File: src/rtl/lad_pkg.sv
package lad_pkg;

	// ------------------------------------------------------------
	// Opcode patterns and masks
	// ------------------------------------------------------------
	localparam logic [7:0] OPC_FIX_MUL = 8'hD4;
	localparam logic [7:0] OPC_FIX_DIV = 8'hD5;
	localparam logic [7:0] FIX_TAIL = 8'h0A;
	localparam logic [7:0] OPC_SEXT_BW = 8'h98;
	localparam logic [7:0] OPC_SEXT_WD = 8'h99;
	localparam logic [7:0] OPC_AND_RM = 8'h20;
	localparam logic [7:0] MSK_AND_RM = 8'hFC;
	localparam logic [7:0] OPC_TEST_RM = 8'hF6;
	localparam logic [7:0] OPC_TEST_ACC = 8'hA8;
	localparam logic [7:0] MSK_W = 8'hFE;
	localparam logic [7:0] OPC_SHIFT_ONE = 8'hD0;
	localparam logic [7:0] MSK_SHIFT_ONE = 8'hFC;
	localparam logic [7:0] OPC_SHIFT_CNT = 8'hC0;

	// ------------------------------------------------------------
	// Field positions
	// ------------------------------------------------------------
	localparam int BIT_W = 0;
	localparam int BIT_D = 1;
	localparam int MOD_HI = 7;
	localparam int MOD_LO = 6;
	localparam int FLD_HI = 5;
	localparam int FLD_LO = 3;
	localparam logic [1:0] MOD_REG = 2'h3;
	localparam logic [2:0] FLD_TEST = 3'h0;

	// ------------------------------------------------------------
	// Cycle counts
	// ------------------------------------------------------------
	localparam logic [5:0] CYC_FIX_MUL = 6'h13;
	localparam logic [5:0] CYC_FIX_DIV = 6'h0F;
	localparam logic [5:0] CYC_SEXT_BW = 6'h02;
	localparam logic [5:0] CYC_SEXT_WD = 6'h04;
	localparam logic [5:0] CYC_AND_REG = 6'h03;
	localparam logic [5:0] CYC_AND_MEM = 6'h0A;
	localparam logic [5:0] CYC_TRM_REG = 6'h04;
	localparam logic [5:0] CYC_TRM_MEM = 6'h0A;
	localparam logic [5:0] CYC_TACC_B = 6'h03;
	localparam logic [5:0] CYC_TACC_W = 6'h04;
	localparam logic [5:0] CYC_NONE = 6'h00;

	// ------------------------------------------------------------
	// Types
	// ------------------------------------------------------------
	typedef enum logic [3:0] {
		CL_NONE = 4'h0,
		CL_FIX_MUL = 4'h1,
		CL_FIX_DIV = 4'h2,
		CL_SEXT_BW = 4'h3,
		CL_SEXT_WD = 4'h4,
		CL_AND_RM = 4'h5,
		CL_TEST_RM = 4'h6,
		CL_TEST_ACC = 4'h7,
		CL_SHIFT = 4'h8
	} lad_class_e;

	typedef enum logic [2:0] {
		rotate_left = 3'h0,
		rotate_right = 3'h1,
		rotate_left_through_carry = 3'h2,
		rotate_right_through_carry = 3'h3,
		shift_left = 3'h4,
		shift_op_reserved = 3'h6,
		logical_shift_right = 3'h5,
		arithmetic_shift_right = 3'h7
	} lad_shift_e;

	typedef enum logic [3:0] {
		ST_OPC = 4'h1,
		ST_MODRM = 4'h2,
		ST_IMM_LO = 4'h4,
		ST_IMM_HI = 4'h8
	} lad_state_e;

endpackage

File: src/rtl/lad_decode.sv
// What this block does
// - Opcode D4 then 0A is ascii fix after multiply, 19 cycles.
// - Opcode D5 then 0A is ascii fix before divide, 15 cycles.
// - Opcode 98 sign-extends low accumulator byte to word, 2 cycles.
// - Opcode 99 sign-extends accumulator into data register pair, 4 cycles.
// - Three-bit field of shift addressing byte selects the shift or rotate.
// - Pattern 001000dw with addressing byte is register AND, 3 or 10 cycles.
// - Test forms only update flags and never write a destination.
// - Pattern 1111011w, field 000, immediate: test operand, 4 or 10 cycles.
// - Pattern 1010100w with immediate tests accumulator, 3 or 4 cycles.
module lad_decode
	import lad_pkg::*;
(
	input wire logic core_clk,
	input wire logic rstn,
	input wire logic ce,
	input wire logic byte_valid,
	input wire logic [7:0] byte_in,
	output logic dec_valid_r,
	output lad_class_e dec_class_r,
	output logic [5:0] dec_cycles_r,
	output logic dec_word_r,
	output logic dec_dest_reg_r,
	output logic dec_writes_r,
	output logic dec_flags_only_r,
	output lad_shift_e dec_shift_op_r,
	output logic [15:0] dec_imm_r
);

	// ------------------------------------------------------------
	// Decode helpers
	// ------------------------------------------------------------
	function automatic logic is_shift(input logic [7:0] opc);
		return ((opc & MSK_SHIFT_ONE) == OPC_SHIFT_ONE) || ((opc & MSK_W) == OPC_SHIFT_CNT);
	endfunction

	function automatic lad_class_e classify(input logic [7:0] opc, input logic [7:0] mrm);
		lad_class_e c;
		c = CL_NONE;
		if ((opc == OPC_FIX_MUL) && (mrm == FIX_TAIL)) begin
			c = CL_FIX_MUL;
		end else if ((opc == OPC_FIX_DIV) && (mrm == FIX_TAIL)) begin
			c = CL_FIX_DIV;
		end else if (opc == OPC_SEXT_BW) begin
			c = CL_SEXT_BW;
		end else if (opc == OPC_SEXT_WD) begin
			c = CL_SEXT_WD;
		end else if ((opc & MSK_AND_RM) == OPC_AND_RM) begin
			c = CL_AND_RM;
		end else if (((opc & MSK_W) == OPC_TEST_RM) && (mrm[FLD_HI:FLD_LO] == FLD_TEST)) begin
			c = CL_TEST_RM;
		end else if ((opc & MSK_W) == OPC_TEST_ACC) begin
			c = CL_TEST_ACC;
		end else if (is_shift(opc)) begin
			c = CL_SHIFT;
		end
		return c;
	endfunction

	function automatic logic [5:0] cycles_of(input lad_class_e c, input logic [7:0] opc,
			input logic [7:0] mrm);
		logic reg_op;
		reg_op = (mrm[MOD_HI:MOD_LO] == MOD_REG);
		case (c)
			CL_FIX_MUL: return CYC_FIX_MUL;
			CL_FIX_DIV: return CYC_FIX_DIV;
			CL_SEXT_BW: return CYC_SEXT_BW;
			CL_SEXT_WD: return CYC_SEXT_WD;
			CL_AND_RM: return reg_op ? CYC_AND_REG : CYC_AND_MEM;
			CL_TEST_RM: return reg_op ? CYC_TRM_REG : CYC_TRM_MEM;
			CL_TEST_ACC: return opc[BIT_W] ? CYC_TACC_W : CYC_TACC_B;
			default: return CYC_NONE;
		endcase
	endfunction

	// ------------------------------------------------------------
	// Byte sequencing
	// ------------------------------------------------------------
	lad_state_e state_r;
	logic [7:0] opc_r;
	logic [7:0] mrm_r;
	logic [7:0] imm_lo_r;
	logic [7:0] cur_opc;
	logic [7:0] cur_mrm;
	logic need_mrm;
	logic need_imm;
	logic imm_two;
	logic fin;
	lad_class_e fin_class;
	logic step;

	assign step = ce && byte_valid;
	assign cur_opc = (state_r == ST_OPC) ? byte_in : opc_r;
	// One-byte opcodes see a zero addressing byte, so no field of the last instruction leaks out.
	assign cur_mrm = (state_r == ST_MODRM) ? byte_in : ((state_r == ST_OPC) ? 8'h00 : mrm_r);
	assign need_mrm = (cur_opc == OPC_FIX_MUL) || (cur_opc == OPC_FIX_DIV) ||
		((cur_opc & MSK_AND_RM) == OPC_AND_RM) || ((cur_opc & MSK_W) == OPC_TEST_RM) ||
		is_shift(cur_opc);
	assign need_imm = (((cur_opc & MSK_W) == OPC_TEST_RM) &&
		(cur_mrm[FLD_HI:FLD_LO] == FLD_TEST)) || ((cur_opc & MSK_W) == OPC_SHIFT_CNT);
	// A shift count is always one byte; test immediates follow the width bit.
	assign imm_two = cur_opc[BIT_W] && ((cur_opc & MSK_W) != OPC_SHIFT_CNT);
	assign fin_class = classify(cur_opc, cur_mrm);

	always_comb begin
		case (state_r)
			ST_OPC: fin = !need_mrm && ((byte_in & MSK_W) != OPC_TEST_ACC);
			ST_MODRM: fin = !need_imm;
			ST_IMM_LO: fin = !imm_two;
			ST_IMM_HI: fin = 1'b1;
			default: fin = 1'b1;
		endcase
	end

	always_ff @(posedge core_clk or negedge rstn) begin
		if (!rstn) begin
			state_r <= ST_OPC;
		end else if (step) begin
			case (state_r)
				ST_OPC: begin
					if ((byte_in & MSK_W) == OPC_TEST_ACC) begin
						state_r <= ST_IMM_LO;
					end else if (need_mrm) begin
						state_r <= ST_MODRM;
					end
				end
				ST_MODRM: state_r <= need_imm ? ST_IMM_LO : ST_OPC;
				ST_IMM_LO: state_r <= imm_two ? ST_IMM_HI : ST_OPC;
				ST_IMM_HI: state_r <= ST_OPC;
				default: state_r <= ST_OPC;
			endcase
		end
	end

	always_ff @(posedge core_clk or negedge rstn) begin
		if (!rstn) begin
			opc_r <= 8'h00;
			mrm_r <= 8'h00;
			imm_lo_r <= 8'h00;
		end else if (step) begin
			if (state_r == ST_OPC) begin
				opc_r <= byte_in;
				mrm_r <= 8'h00;
			end
			if (state_r == ST_MODRM) begin
				mrm_r <= byte_in;
			end
			if (state_r == ST_IMM_LO) begin
				imm_lo_r <= byte_in;
			end
		end
	end

	// ------------------------------------------------------------
	// Decoded result
	// ------------------------------------------------------------
	always_ff @(posedge core_clk or negedge rstn) begin
		if (!rstn) begin
			dec_valid_r <= 1'b0;
			dec_class_r <= CL_NONE;
			dec_cycles_r <= CYC_NONE;
			dec_word_r <= 1'b0;
			dec_dest_reg_r <= 1'b0;
			dec_writes_r <= 1'b0;
			dec_flags_only_r <= 1'b0;
			dec_shift_op_r <= rotate_left;
			dec_imm_r <= 16'h0000;
		end else if (ce) begin
			dec_valid_r <= step && fin;
			if (step && fin) begin
				dec_class_r <= fin_class;
				dec_cycles_r <= cycles_of(fin_class, cur_opc, cur_mrm);
				case (fin_class)
					CL_SEXT_BW, CL_SEXT_WD: dec_word_r <= 1'b1;
					CL_AND_RM, CL_TEST_RM, CL_TEST_ACC, CL_SHIFT: begin
						dec_word_r <= cur_opc[BIT_W];
					end
					default: dec_word_r <= 1'b0;
				endcase
				dec_dest_reg_r <= (fin_class == CL_AND_RM) && cur_opc[BIT_D];
				dec_writes_r <= (fin_class != CL_NONE) && (fin_class != CL_TEST_RM) &&
					(fin_class != CL_TEST_ACC);
				dec_flags_only_r <= (fin_class == CL_TEST_RM) ||
					(fin_class == CL_TEST_ACC);
				dec_shift_op_r <= lad_shift_e'(cur_mrm[FLD_HI:FLD_LO]);
				case (state_r)
					ST_IMM_LO: dec_imm_r <= {8'h00, byte_in};
					ST_IMM_HI: dec_imm_r <= {byte_in, imm_lo_r};
					default: dec_imm_r <= 16'h0000;
				endcase
			end
		end
	end

	// ------------------------------------------------------------
	// Checks
	// ------------------------------------------------------------
	chk_fix_mul_cyc: assert property (@(posedge core_clk) disable iff (!rstn)
		dec_valid_r && (dec_class_r == CL_FIX_MUL) |-> (dec_cycles_r == 6'h13) &&
		(mrm_r == FIX_TAIL))
		else $error("ascii fix after multiply decoded wrongly");
	chk_fix_div_cyc: assert property (@(posedge core_clk) disable iff (!rstn)
		dec_valid_r && (dec_class_r == CL_FIX_DIV) |-> (dec_cycles_r == 6'h0F) &&
		!dec_flags_only_r)
		else $error("ascii fix before divide decoded wrongly");
	chk_sext_bw: assert property (@(posedge core_clk) disable iff (!rstn)
		ce && byte_valid && (state_r == ST_OPC) && (byte_in == 8'h98) |=>
		dec_valid_r && (dec_class_r == CL_SEXT_BW) && (dec_cycles_r == 6'h02))
		else $error("byte sign extend not decoded in one byte");
	chk_sext_wd: assert property (@(posedge core_clk) disable iff (!rstn)
		ce && byte_valid && (state_r == ST_OPC) && (byte_in == 8'h99) |=>
		dec_valid_r && (dec_class_r == CL_SEXT_WD) && (dec_cycles_r == 6'h04))
		else $error("word sign extend not decoded in one byte");
	chk_shift_field: assert property (@(posedge core_clk) disable iff (!rstn)
		dec_valid_r && (dec_class_r == CL_SHIFT) |->
		(dec_shift_op_r == lad_shift_e'(mrm_r[5:3])))
		else $error("shift operation does not follow the addressing byte");
	chk_and_cycles: assert property (@(posedge core_clk) disable iff (!rstn)
		dec_valid_r && (dec_class_r == CL_AND_RM) |->
		(dec_cycles_r == ((mrm_r[7:6] == 2'h3) ? 6'h03 : 6'h0A)) && dec_writes_r)
		else $error("register AND cycle count wrong");
	chk_test_nowrite: assert property (@(posedge core_clk) disable iff (!rstn)
		dec_valid_r && dec_flags_only_r |-> !dec_writes_r && !dec_dest_reg_r &&
		((dec_class_r == CL_TEST_RM) || (dec_class_r == CL_TEST_ACC)))
		else $error("test form would write a destination");
	chk_test_rm_seq: assert property (@(posedge core_clk) disable iff (!rstn)
		ce && byte_valid && (state_r == ST_MODRM) && ((opc_r & 8'hFE) == 8'hF6) &&
		(byte_in[5:3] == 3'h0) |=> (state_r == ST_IMM_LO) && !dec_valid_r)
		else $error("test immediate did not wait for its data");
	chk_test_acc_cyc: assert property (@(posedge core_clk) disable iff (!rstn)
		dec_valid_r && (dec_class_r == CL_TEST_ACC) |->
		(dec_cycles_r == (dec_word_r ? 6'h04 : 6'h03)))
		else $error("accumulator test cycle count wrong");
	// A valid held by a low clock enable is stale, so only a freshly set one is checked.
	chk_imm_width: assert property (@(posedge core_clk) disable iff (!rstn)
		$past(ce) && dec_valid_r && dec_flags_only_r && !dec_word_r |->
		(dec_imm_r[15:8] == 8'h00) && ($past(state_r) == ST_IMM_LO))
		else $error("byte test took more than one immediate byte");
	chk_dest_dir: assert property (@(posedge core_clk) disable iff (!rstn)
		dec_valid_r && (dec_class_r == CL_AND_RM) |-> (dec_dest_reg_r == opc_r[1]))
		else $error("direction bit not honoured");

endmodule

File: config.mk
export PLATFORM = sky130hd
export DESIGN_NAME = lad_decode
export DESIGN_NICKNAME = d
export VERILOG_FILES = /design/src/rtl/lad_pkg.sv /design/src/rtl/lad_decode.sv
export SDC_FILE = /design/constraint.sdc
export NUM_CORES = 1
export LEC_CHECK = 0
export BUFFER_PORTS_ARGS = -buffer_cell sky130_fd_sc_hd__buf_4
export CAP_MARGIN = 20
export CORE_MARGIN = 1
export CORE_UTILIZATION = 55
export DETAILED_ROUTE_END_ITERATION = 6
export GPL_TIMING_DRIVEN = 0
export PLACE_DENSITY = 0.77
export SLEW_MARGIN = 20
export SYNTH_ARGS = -nofsm -noshare
export SYNTH_HDL_FRONTEND = slang
export SYNTH_SLANG_ARGS = --single-unit
File: constraint.sdc
create_clock -name core_clk -period 6.65 [get_ports core_clk]
set_input_delay 0.665 -clock core_clk [delete_from_list [all_inputs] [get_ports core_clk]]
set_output_delay 0.665 -clock core_clk [all_outputs]
set_load 0.02 [all_outputs]
# After elaboration in Yosys (flattened, before gate mapping)

Index checks and enable logic that the tools add are counted.

Input bits: 12
Logic and storage cells: 92
Flip-flop bits (word level): 62
Output and inout port bits: 34

Equality and inequality tests: 29
Reduce and logical (&&, ||, !) cells: 27
Muxes and demuxes: 23

Operators with widths:

| operator                                       | count |
|---|---|
| two-way mux 4 bit                              | 13 |
| case mux 5 bit (7 select lines)                | 1 |
| == test 8 bit (second input constant)          | 4 |
| case mux 16 bit (2 select lines)               | 1 |
| == test 7 bit (second input constant)          | 4 |
| two-way mux 8 bit                              | 3 |
| == test 4 x 3 -> 1 bit (second input constant) | 5 |
| != test 7 bit (second input constant)          | 2 |
| == test 4 x 2 -> 1 bit (second input constant) | 3 |
| case mux 4 bit (3 select lines)                | 1 |
| logical AND 1 bit                              | 10 |
| == test 4 x 1 -> 1 bit (second input constant) | 2 |
| == test 4 bit (second input constant)          | 2 |
| == test 8 x 4 -> 1 bit (second input constant) | 1 |
| != test 4 x 3 -> 1 bit (second input constant) | 2 |
| logical OR 1 bit                               | 7 |
| == test 6 x 4 -> 1 bit (second input constant) | 1 |
| == test 6 bit (second input constant)          | 1 |
| two-way mux 3 bit                              | 2 |
| AND reduction 2 bit                            | 3 |
| nonzero test 4 bit                             | 1 |
| OR reduction 4 bit                             | 1 |
| zero test 1 bit                                | 3 |
| zero test 3 bit                                | 1 |
| 5 further kinds                                | 5 |

# Logic depth before layout (Yosys ltp)

Word-level depth: 15
Mapped depth: 10
Mapped depth without buffers: 7

# Worst setup path before layout

OpenSTA, ideal clock, no wires.

Path kind: reg-to-reg
Start point: register state_r[3]
End point: register dec_valid_r
Library setup time: 118 ps
Period minus slack after synthesis: 2522 ps
Buffers on the path: 3
Slack: 4128 ps
Required time: 6532 ps
Stages on the path, launching flop included: 10
Data arrival time: 2404 ps
Path through: dfrtp_1 > buf_2 > or4b_1 > buf_2 > mux2_4 > a221o_1 > o21ai_2 > a31oi_4 > buf_2 > a21o_1

Longest elaborated chain between the ends: 11
Elaborated cells on any way between the ends: 28
Classes of those cells: eq/ne (10); mux (4); reduce/logical (14)

Ends and longest elaborated chain:

| what                                | line                                                  | RTL |
|---|---|---|
| start, declared                     | lad_decode.sv:79                                      | `lad_state_e state_r;` |
| start signal, assigned              | lad_decode.sv:127                                     | `ST_MODRM: state_r <= need_imm ? ST_IMM_LO : ST_OPC;` |
| start signal, assigned              | lad_decode.sv:128                                     | `ST_IMM_LO: state_r <= imm_two ? ST_IMM_HI : ST_OPC;` |
| == test 4 x 1 -> 1 bit              | lad_decode.sv:93, lad_decode.sv:95, lad_decode.sv:106 |  |
| two-way mux 8 bit                   | --                                                    |  |
| == test 8 bit                       | lad_decode.sv:96                                      | `assign need_mrm = (cur_opc == OPC_FIX_MUL) \|\| (cur_opc == OPC_FIX_DIV) \|\|` |
| logical OR 1 bit (2 in series)      | lad_decode.sv:96                                      |  |
| logical OR 1 bit (2 in series)      | lad_decode.sv:97                                      | `((cur_opc & MSK_AND_RM) == OPC_AND_RM) \|\| ((cur_opc & MSK_W) == OPC_TEST_RM) \|\|` |
| zero test 1 bit                     | lad_decode.sv:107                                     | `ST_OPC: fin = !need_mrm && ((byte_in & MSK_W) != OPC_TEST_ACC);` |
| logical AND 1 bit                   | lad_decode.sv:107                                     |  |
| case mux 1 bit (3 select lines) (*) | lad_decode.sv:106                                     | `case (state_r)` |
| logical AND 1 bit (*)               | lad_decode.sv:169                                     | `dec_valid_r <= step && fin;` |
| end signal, assigned                | lad_decode.sv:169                                     |  |
| end, declared                       | lad_decode.sv:19                                      | `output logic dec_valid_r,` |

Every way passes the cells marked *; elsewhere a longest branch is shown, timed or not.
A chain may end at the register's enable or synchronous reset.

# Worst setup path after layout

Start point: register state_r[3]
End point: register dec_imm_r[11]

Longest elaborated chain between the ends: 12
Elaborated cells on any way between the ends: 31
Classes of those cells: eq/ne (11); mux (5); reduce/logical (15)

Ends and longest elaborated chain:

| what                                 | line                                                  | RTL |
|---|---|---|
| == test 4 x 1 -> 1 bit               | lad_decode.sv:93, lad_decode.sv:95, lad_decode.sv:106 |  |
| two-way mux 8 bit                    | --                                                    |  |
| == test 8 bit                        | lad_decode.sv:96                                      |  |
| logical OR 1 bit (2 in series)       | lad_decode.sv:96                                      |  |
| logical OR 1 bit (2 in series)       | lad_decode.sv:97                                      |  |
| zero test 1 bit                      | lad_decode.sv:107                                     |  |
| logical AND 1 bit                    | lad_decode.sv:107                                     |  |
| case mux 1 bit (3 select lines)      | lad_decode.sv:106                                     |  |
| logical AND 1 bit                    | lad_decode.sv:170                                     | `if (step && fin) begin` |
| AND reduction 2 bit (no source line) | --                                                    |  |
| end signal, assigned                 | lad_decode.sv:187                                     | `ST_IMM_LO: dec_imm_r <= {8'h00, byte_in};` |
| end signal, assigned                 | lad_decode.sv:188                                     | `ST_IMM_HI: dec_imm_r <= {byte_in, imm_lo_r};` |
| end, declared                        | lad_decode.sv:27                                      | `output logic [15:0] dec_imm_r` |

Parallel ways exist; a longest one is shown, timed or not.

==> results.cfg <==
[logic_synthesis]
synth-compound-area-share = 0.1902
synth_top_family_by_area = compound AO/OA/AOI/OAI gates
synthAdderAreaFrac = 0
ys_seq_area_frac = 0.4963
synthSimpleGateAreaFrac = 0.1902
synth_mux_area_frac = 0.07033
synthFlopType = dfrtp_1
synth_most_common_cell = dfrtp_1
synth_edf_count = 0
synth_top_area_frac = 0.4878
postSynth.asyncResetShare = 1.000
yosys.area.top_type = dfrtp_1
synthXorXnorAreaFrac = 0.002846
syn_avg_cell_area_um2 = 9.865
ys_warn_count = 0
ys_types = 55
syn_nets = 324
synthTopCellsByCount = dfrtp_1 (60), nor2_1 (31), a21oi_1 (24)
ys_ff_latch = 61
syn_area_mm2 = 0.003078
synth.area.top_cells = dfrtp_1 (49%), mux2_2 (5.9%), a21oi_1 (3.9%)
syn_inst = 312

[timing]
min_period_ns = 2.959
hold_ws_ns = 0.3843
fmax_mhz = 338.0
fin_skew_ns = 0.006934
setup_slack_ns = 3.691
hold_viol_final = 0
maxSlewViolCount = 0
period_share = 0.4450
relSlewSlack = 0.3441
rsz0062_at_grt = false
setup_viol = 0
fin_tns_setup_ns = 0
worst_pin_slew_ns = 0.9812

[global_routing]
grt_pass1_wl_um = 13410
grt_antenna_before_repair = 0
grt_pass1_vias = 2605
grt-ovfl-total = 0
grt_max_degree = 62
track_usage = 0.2997

[power_and_ir_drop]
pwr-share-comb = 0.426
p_clk_frac = 0.206
power_w = 0.001625
p_int_w = 0.0009788
p_sw_frac = 0.3977
power_frac_seq = 0.368
p_per_area_mw_per_mm2 = 440.8
p_leak_nw = 1.631
vdd_drop_max_mv = 0.2506
power.switching_w = 0.0006462

[routing]
drt_iter0_drc = 314
drc = 0
vias = 2658
firstDrtPassIters = 4
vias_per_cell = 6.055
avgRoutedWirePerCell_um = 18.15
routed_wirelength_um = 7966
ant_nets = 0

[clock_network]
worstSkewPairLatency_ns = 0.35
hold_buffers = 0
post_cts_buffers = 0
cts_sinks = 61
clk_path_buf_depth = 2
cts-buffers-inserted = 9
cts_tree = done
cts_root_buf = clkbuf_8
path_clk_slew_ns = 0.07
cts_resized = 0
ctsHtreeMaxLevel = 3

[floorplanning]
io-pin-count = 46
die_w_um = 76.81
rows = 26
dieArea_mm2 = 0.005900
initial_core_util = 0.5877
die_y_um = 76.81
core_area_mm2 = 0.005238

[setup_path]
endpoint_kind = flop
critical_path_class = reg2reg
required_ns = 6.92
worstPathArrival_ns = 3.23
crit_path_max_fanout = 10
worst_setup_path_start_kind = flop

[job]
maxCapViolCount = 0

[cells_and_area]
antenna_cells = 0
layout.nets = 377
synthToLayoutAreaGrowth_pct = 19.76
fin_area_mm2 = 0.003686
num-fill-cells = 393
drive_above_1_share = 0.2683

[placed_design]
post-dp-hpwl_um = 5551
place_area_mm2 = 0.003487
place.gp.congestion = 0.9339
portBuffers = 42
dp_slack_ns = 3.550

[status]
status = complete, no violations

[hold_path]
hp-class = in2async
## kinds of logic (layout without fill, tap and decap cells)
group                     Yosys count  in the layout
AOI/OAI and AO/OA                  87             87
other                               1              1
buffers and inverters              35             92
muxes                              19             19
and+or+nand+nor                   108            108
DFF                                61             61
xor gates and xnor gates            1              1
## through the flow
stage	instances	util
2_1_floorplan	312	-
3_3_place_gp	424	0.6646
3_5_place_dp	424	0.6658
4_1_cts	439	0.7038
5_1_grt	439	0.7038
6_report	439	0.7038
## registers in the layout, summed over array words and instances (netlist names), 3 cells and up
| signal | flops |
|---|---|
| mrm_r | 8 |
| dec_imm_r | 16 |
| dec_class_r | 4 |
| state_r | 4 |
| dec_cycles_r | 5 |
| opc_r | 8 |
| dec_shift_op_r | 3 |
| imm_lo_r | 8 |
## critical path: stages, from the launching register on
cell and delay, ns:
dfrtp_1 0.35, buf_2 0.18, nor4b_4 0.53, nor4_1 0.13
a21oi_1 0.30, or4b_4 0.54, a31oi_4 0.31, buf_2 0.31
nand3_1 0.11, o21ai_1 0.10
## layer usage
| metal | up-vias | wire length (µm) | global-route usage |
|---|---|---|---|
| li1 | 1247 | - | - |
| met2 | 98 | 3865 | 0.4696 |
| met1 | 1300 | 3481 | 0.4079 |
| met4 | 0 | 161 | 0.1346 |
| met5 | - | 0 | 0 |
| met3 | 13 | 458 | 0.05119 |
## power by group through the flow
stage               registers [W]  logic (W)  clock network, W
CTS                      0.000596   0.000691          0.000339
detailed placement       0.000602   0.000686                 0
finish                   0.000599   0.000692          0.000334
floorplan                0.000670   0.000377                 0
global placement         0.000597   0.000674                 0
global route             0.000615   0.000754          0.000353
## layout make-up
type | instances | area, µm² | share of cell area
flip-flops and latches | 61 | 1528 | 0.4145
inverters | 13 | 48.80 | 0.01324
clock buffers | 11 | 151.4 | 0.04107
clock inverters | 4 | 47.55 | 0.01290
repair buffers | 42 | 315.3 | 0.08554
well taps | 70 | 87.58 | 0.02376
plain buffers | 22 | 101.3 | 0.02749
multi-input cells | 216 | 1406 | 0.3815
## path summary, 6_finish.rpt
kind                              from           endpoint  slack (ns)  cells after the start
min                               rstn  dec_shift_op_r[1]        0.38                      1
min in group core_clk      dec_valid_r        dec_valid_r        0.48                      1
max reg2reg                 state_r[3]      dec_imm_r[11]        3.69                      9
max in group asynchronous         rstn         state_r[2]        5.76                      1
max                         state_r[3]      dec_imm_r[11]        3.69                      9
min reg2reg                dec_valid_r        dec_valid_r        0.48                      1
## layout by cell type, fill, tap and decap left out, types with 4 or more instances in the layout
cell      count
nand4b_1      5
inv_1        13
mux2_2       16
clkbuf_1     11
o21ai_0       9
nor4_1        4
nand2_1      23
nor2_1       31
nand3_1      16
a21oi_1      24
dfrtp_1      60
o21ai_1      10
buf_4        44
buf_2         9
clkbuf_8     11
a22oi_1      13
a22o_1        9
nor3_1        5
(Power assumes the default switching activity.)
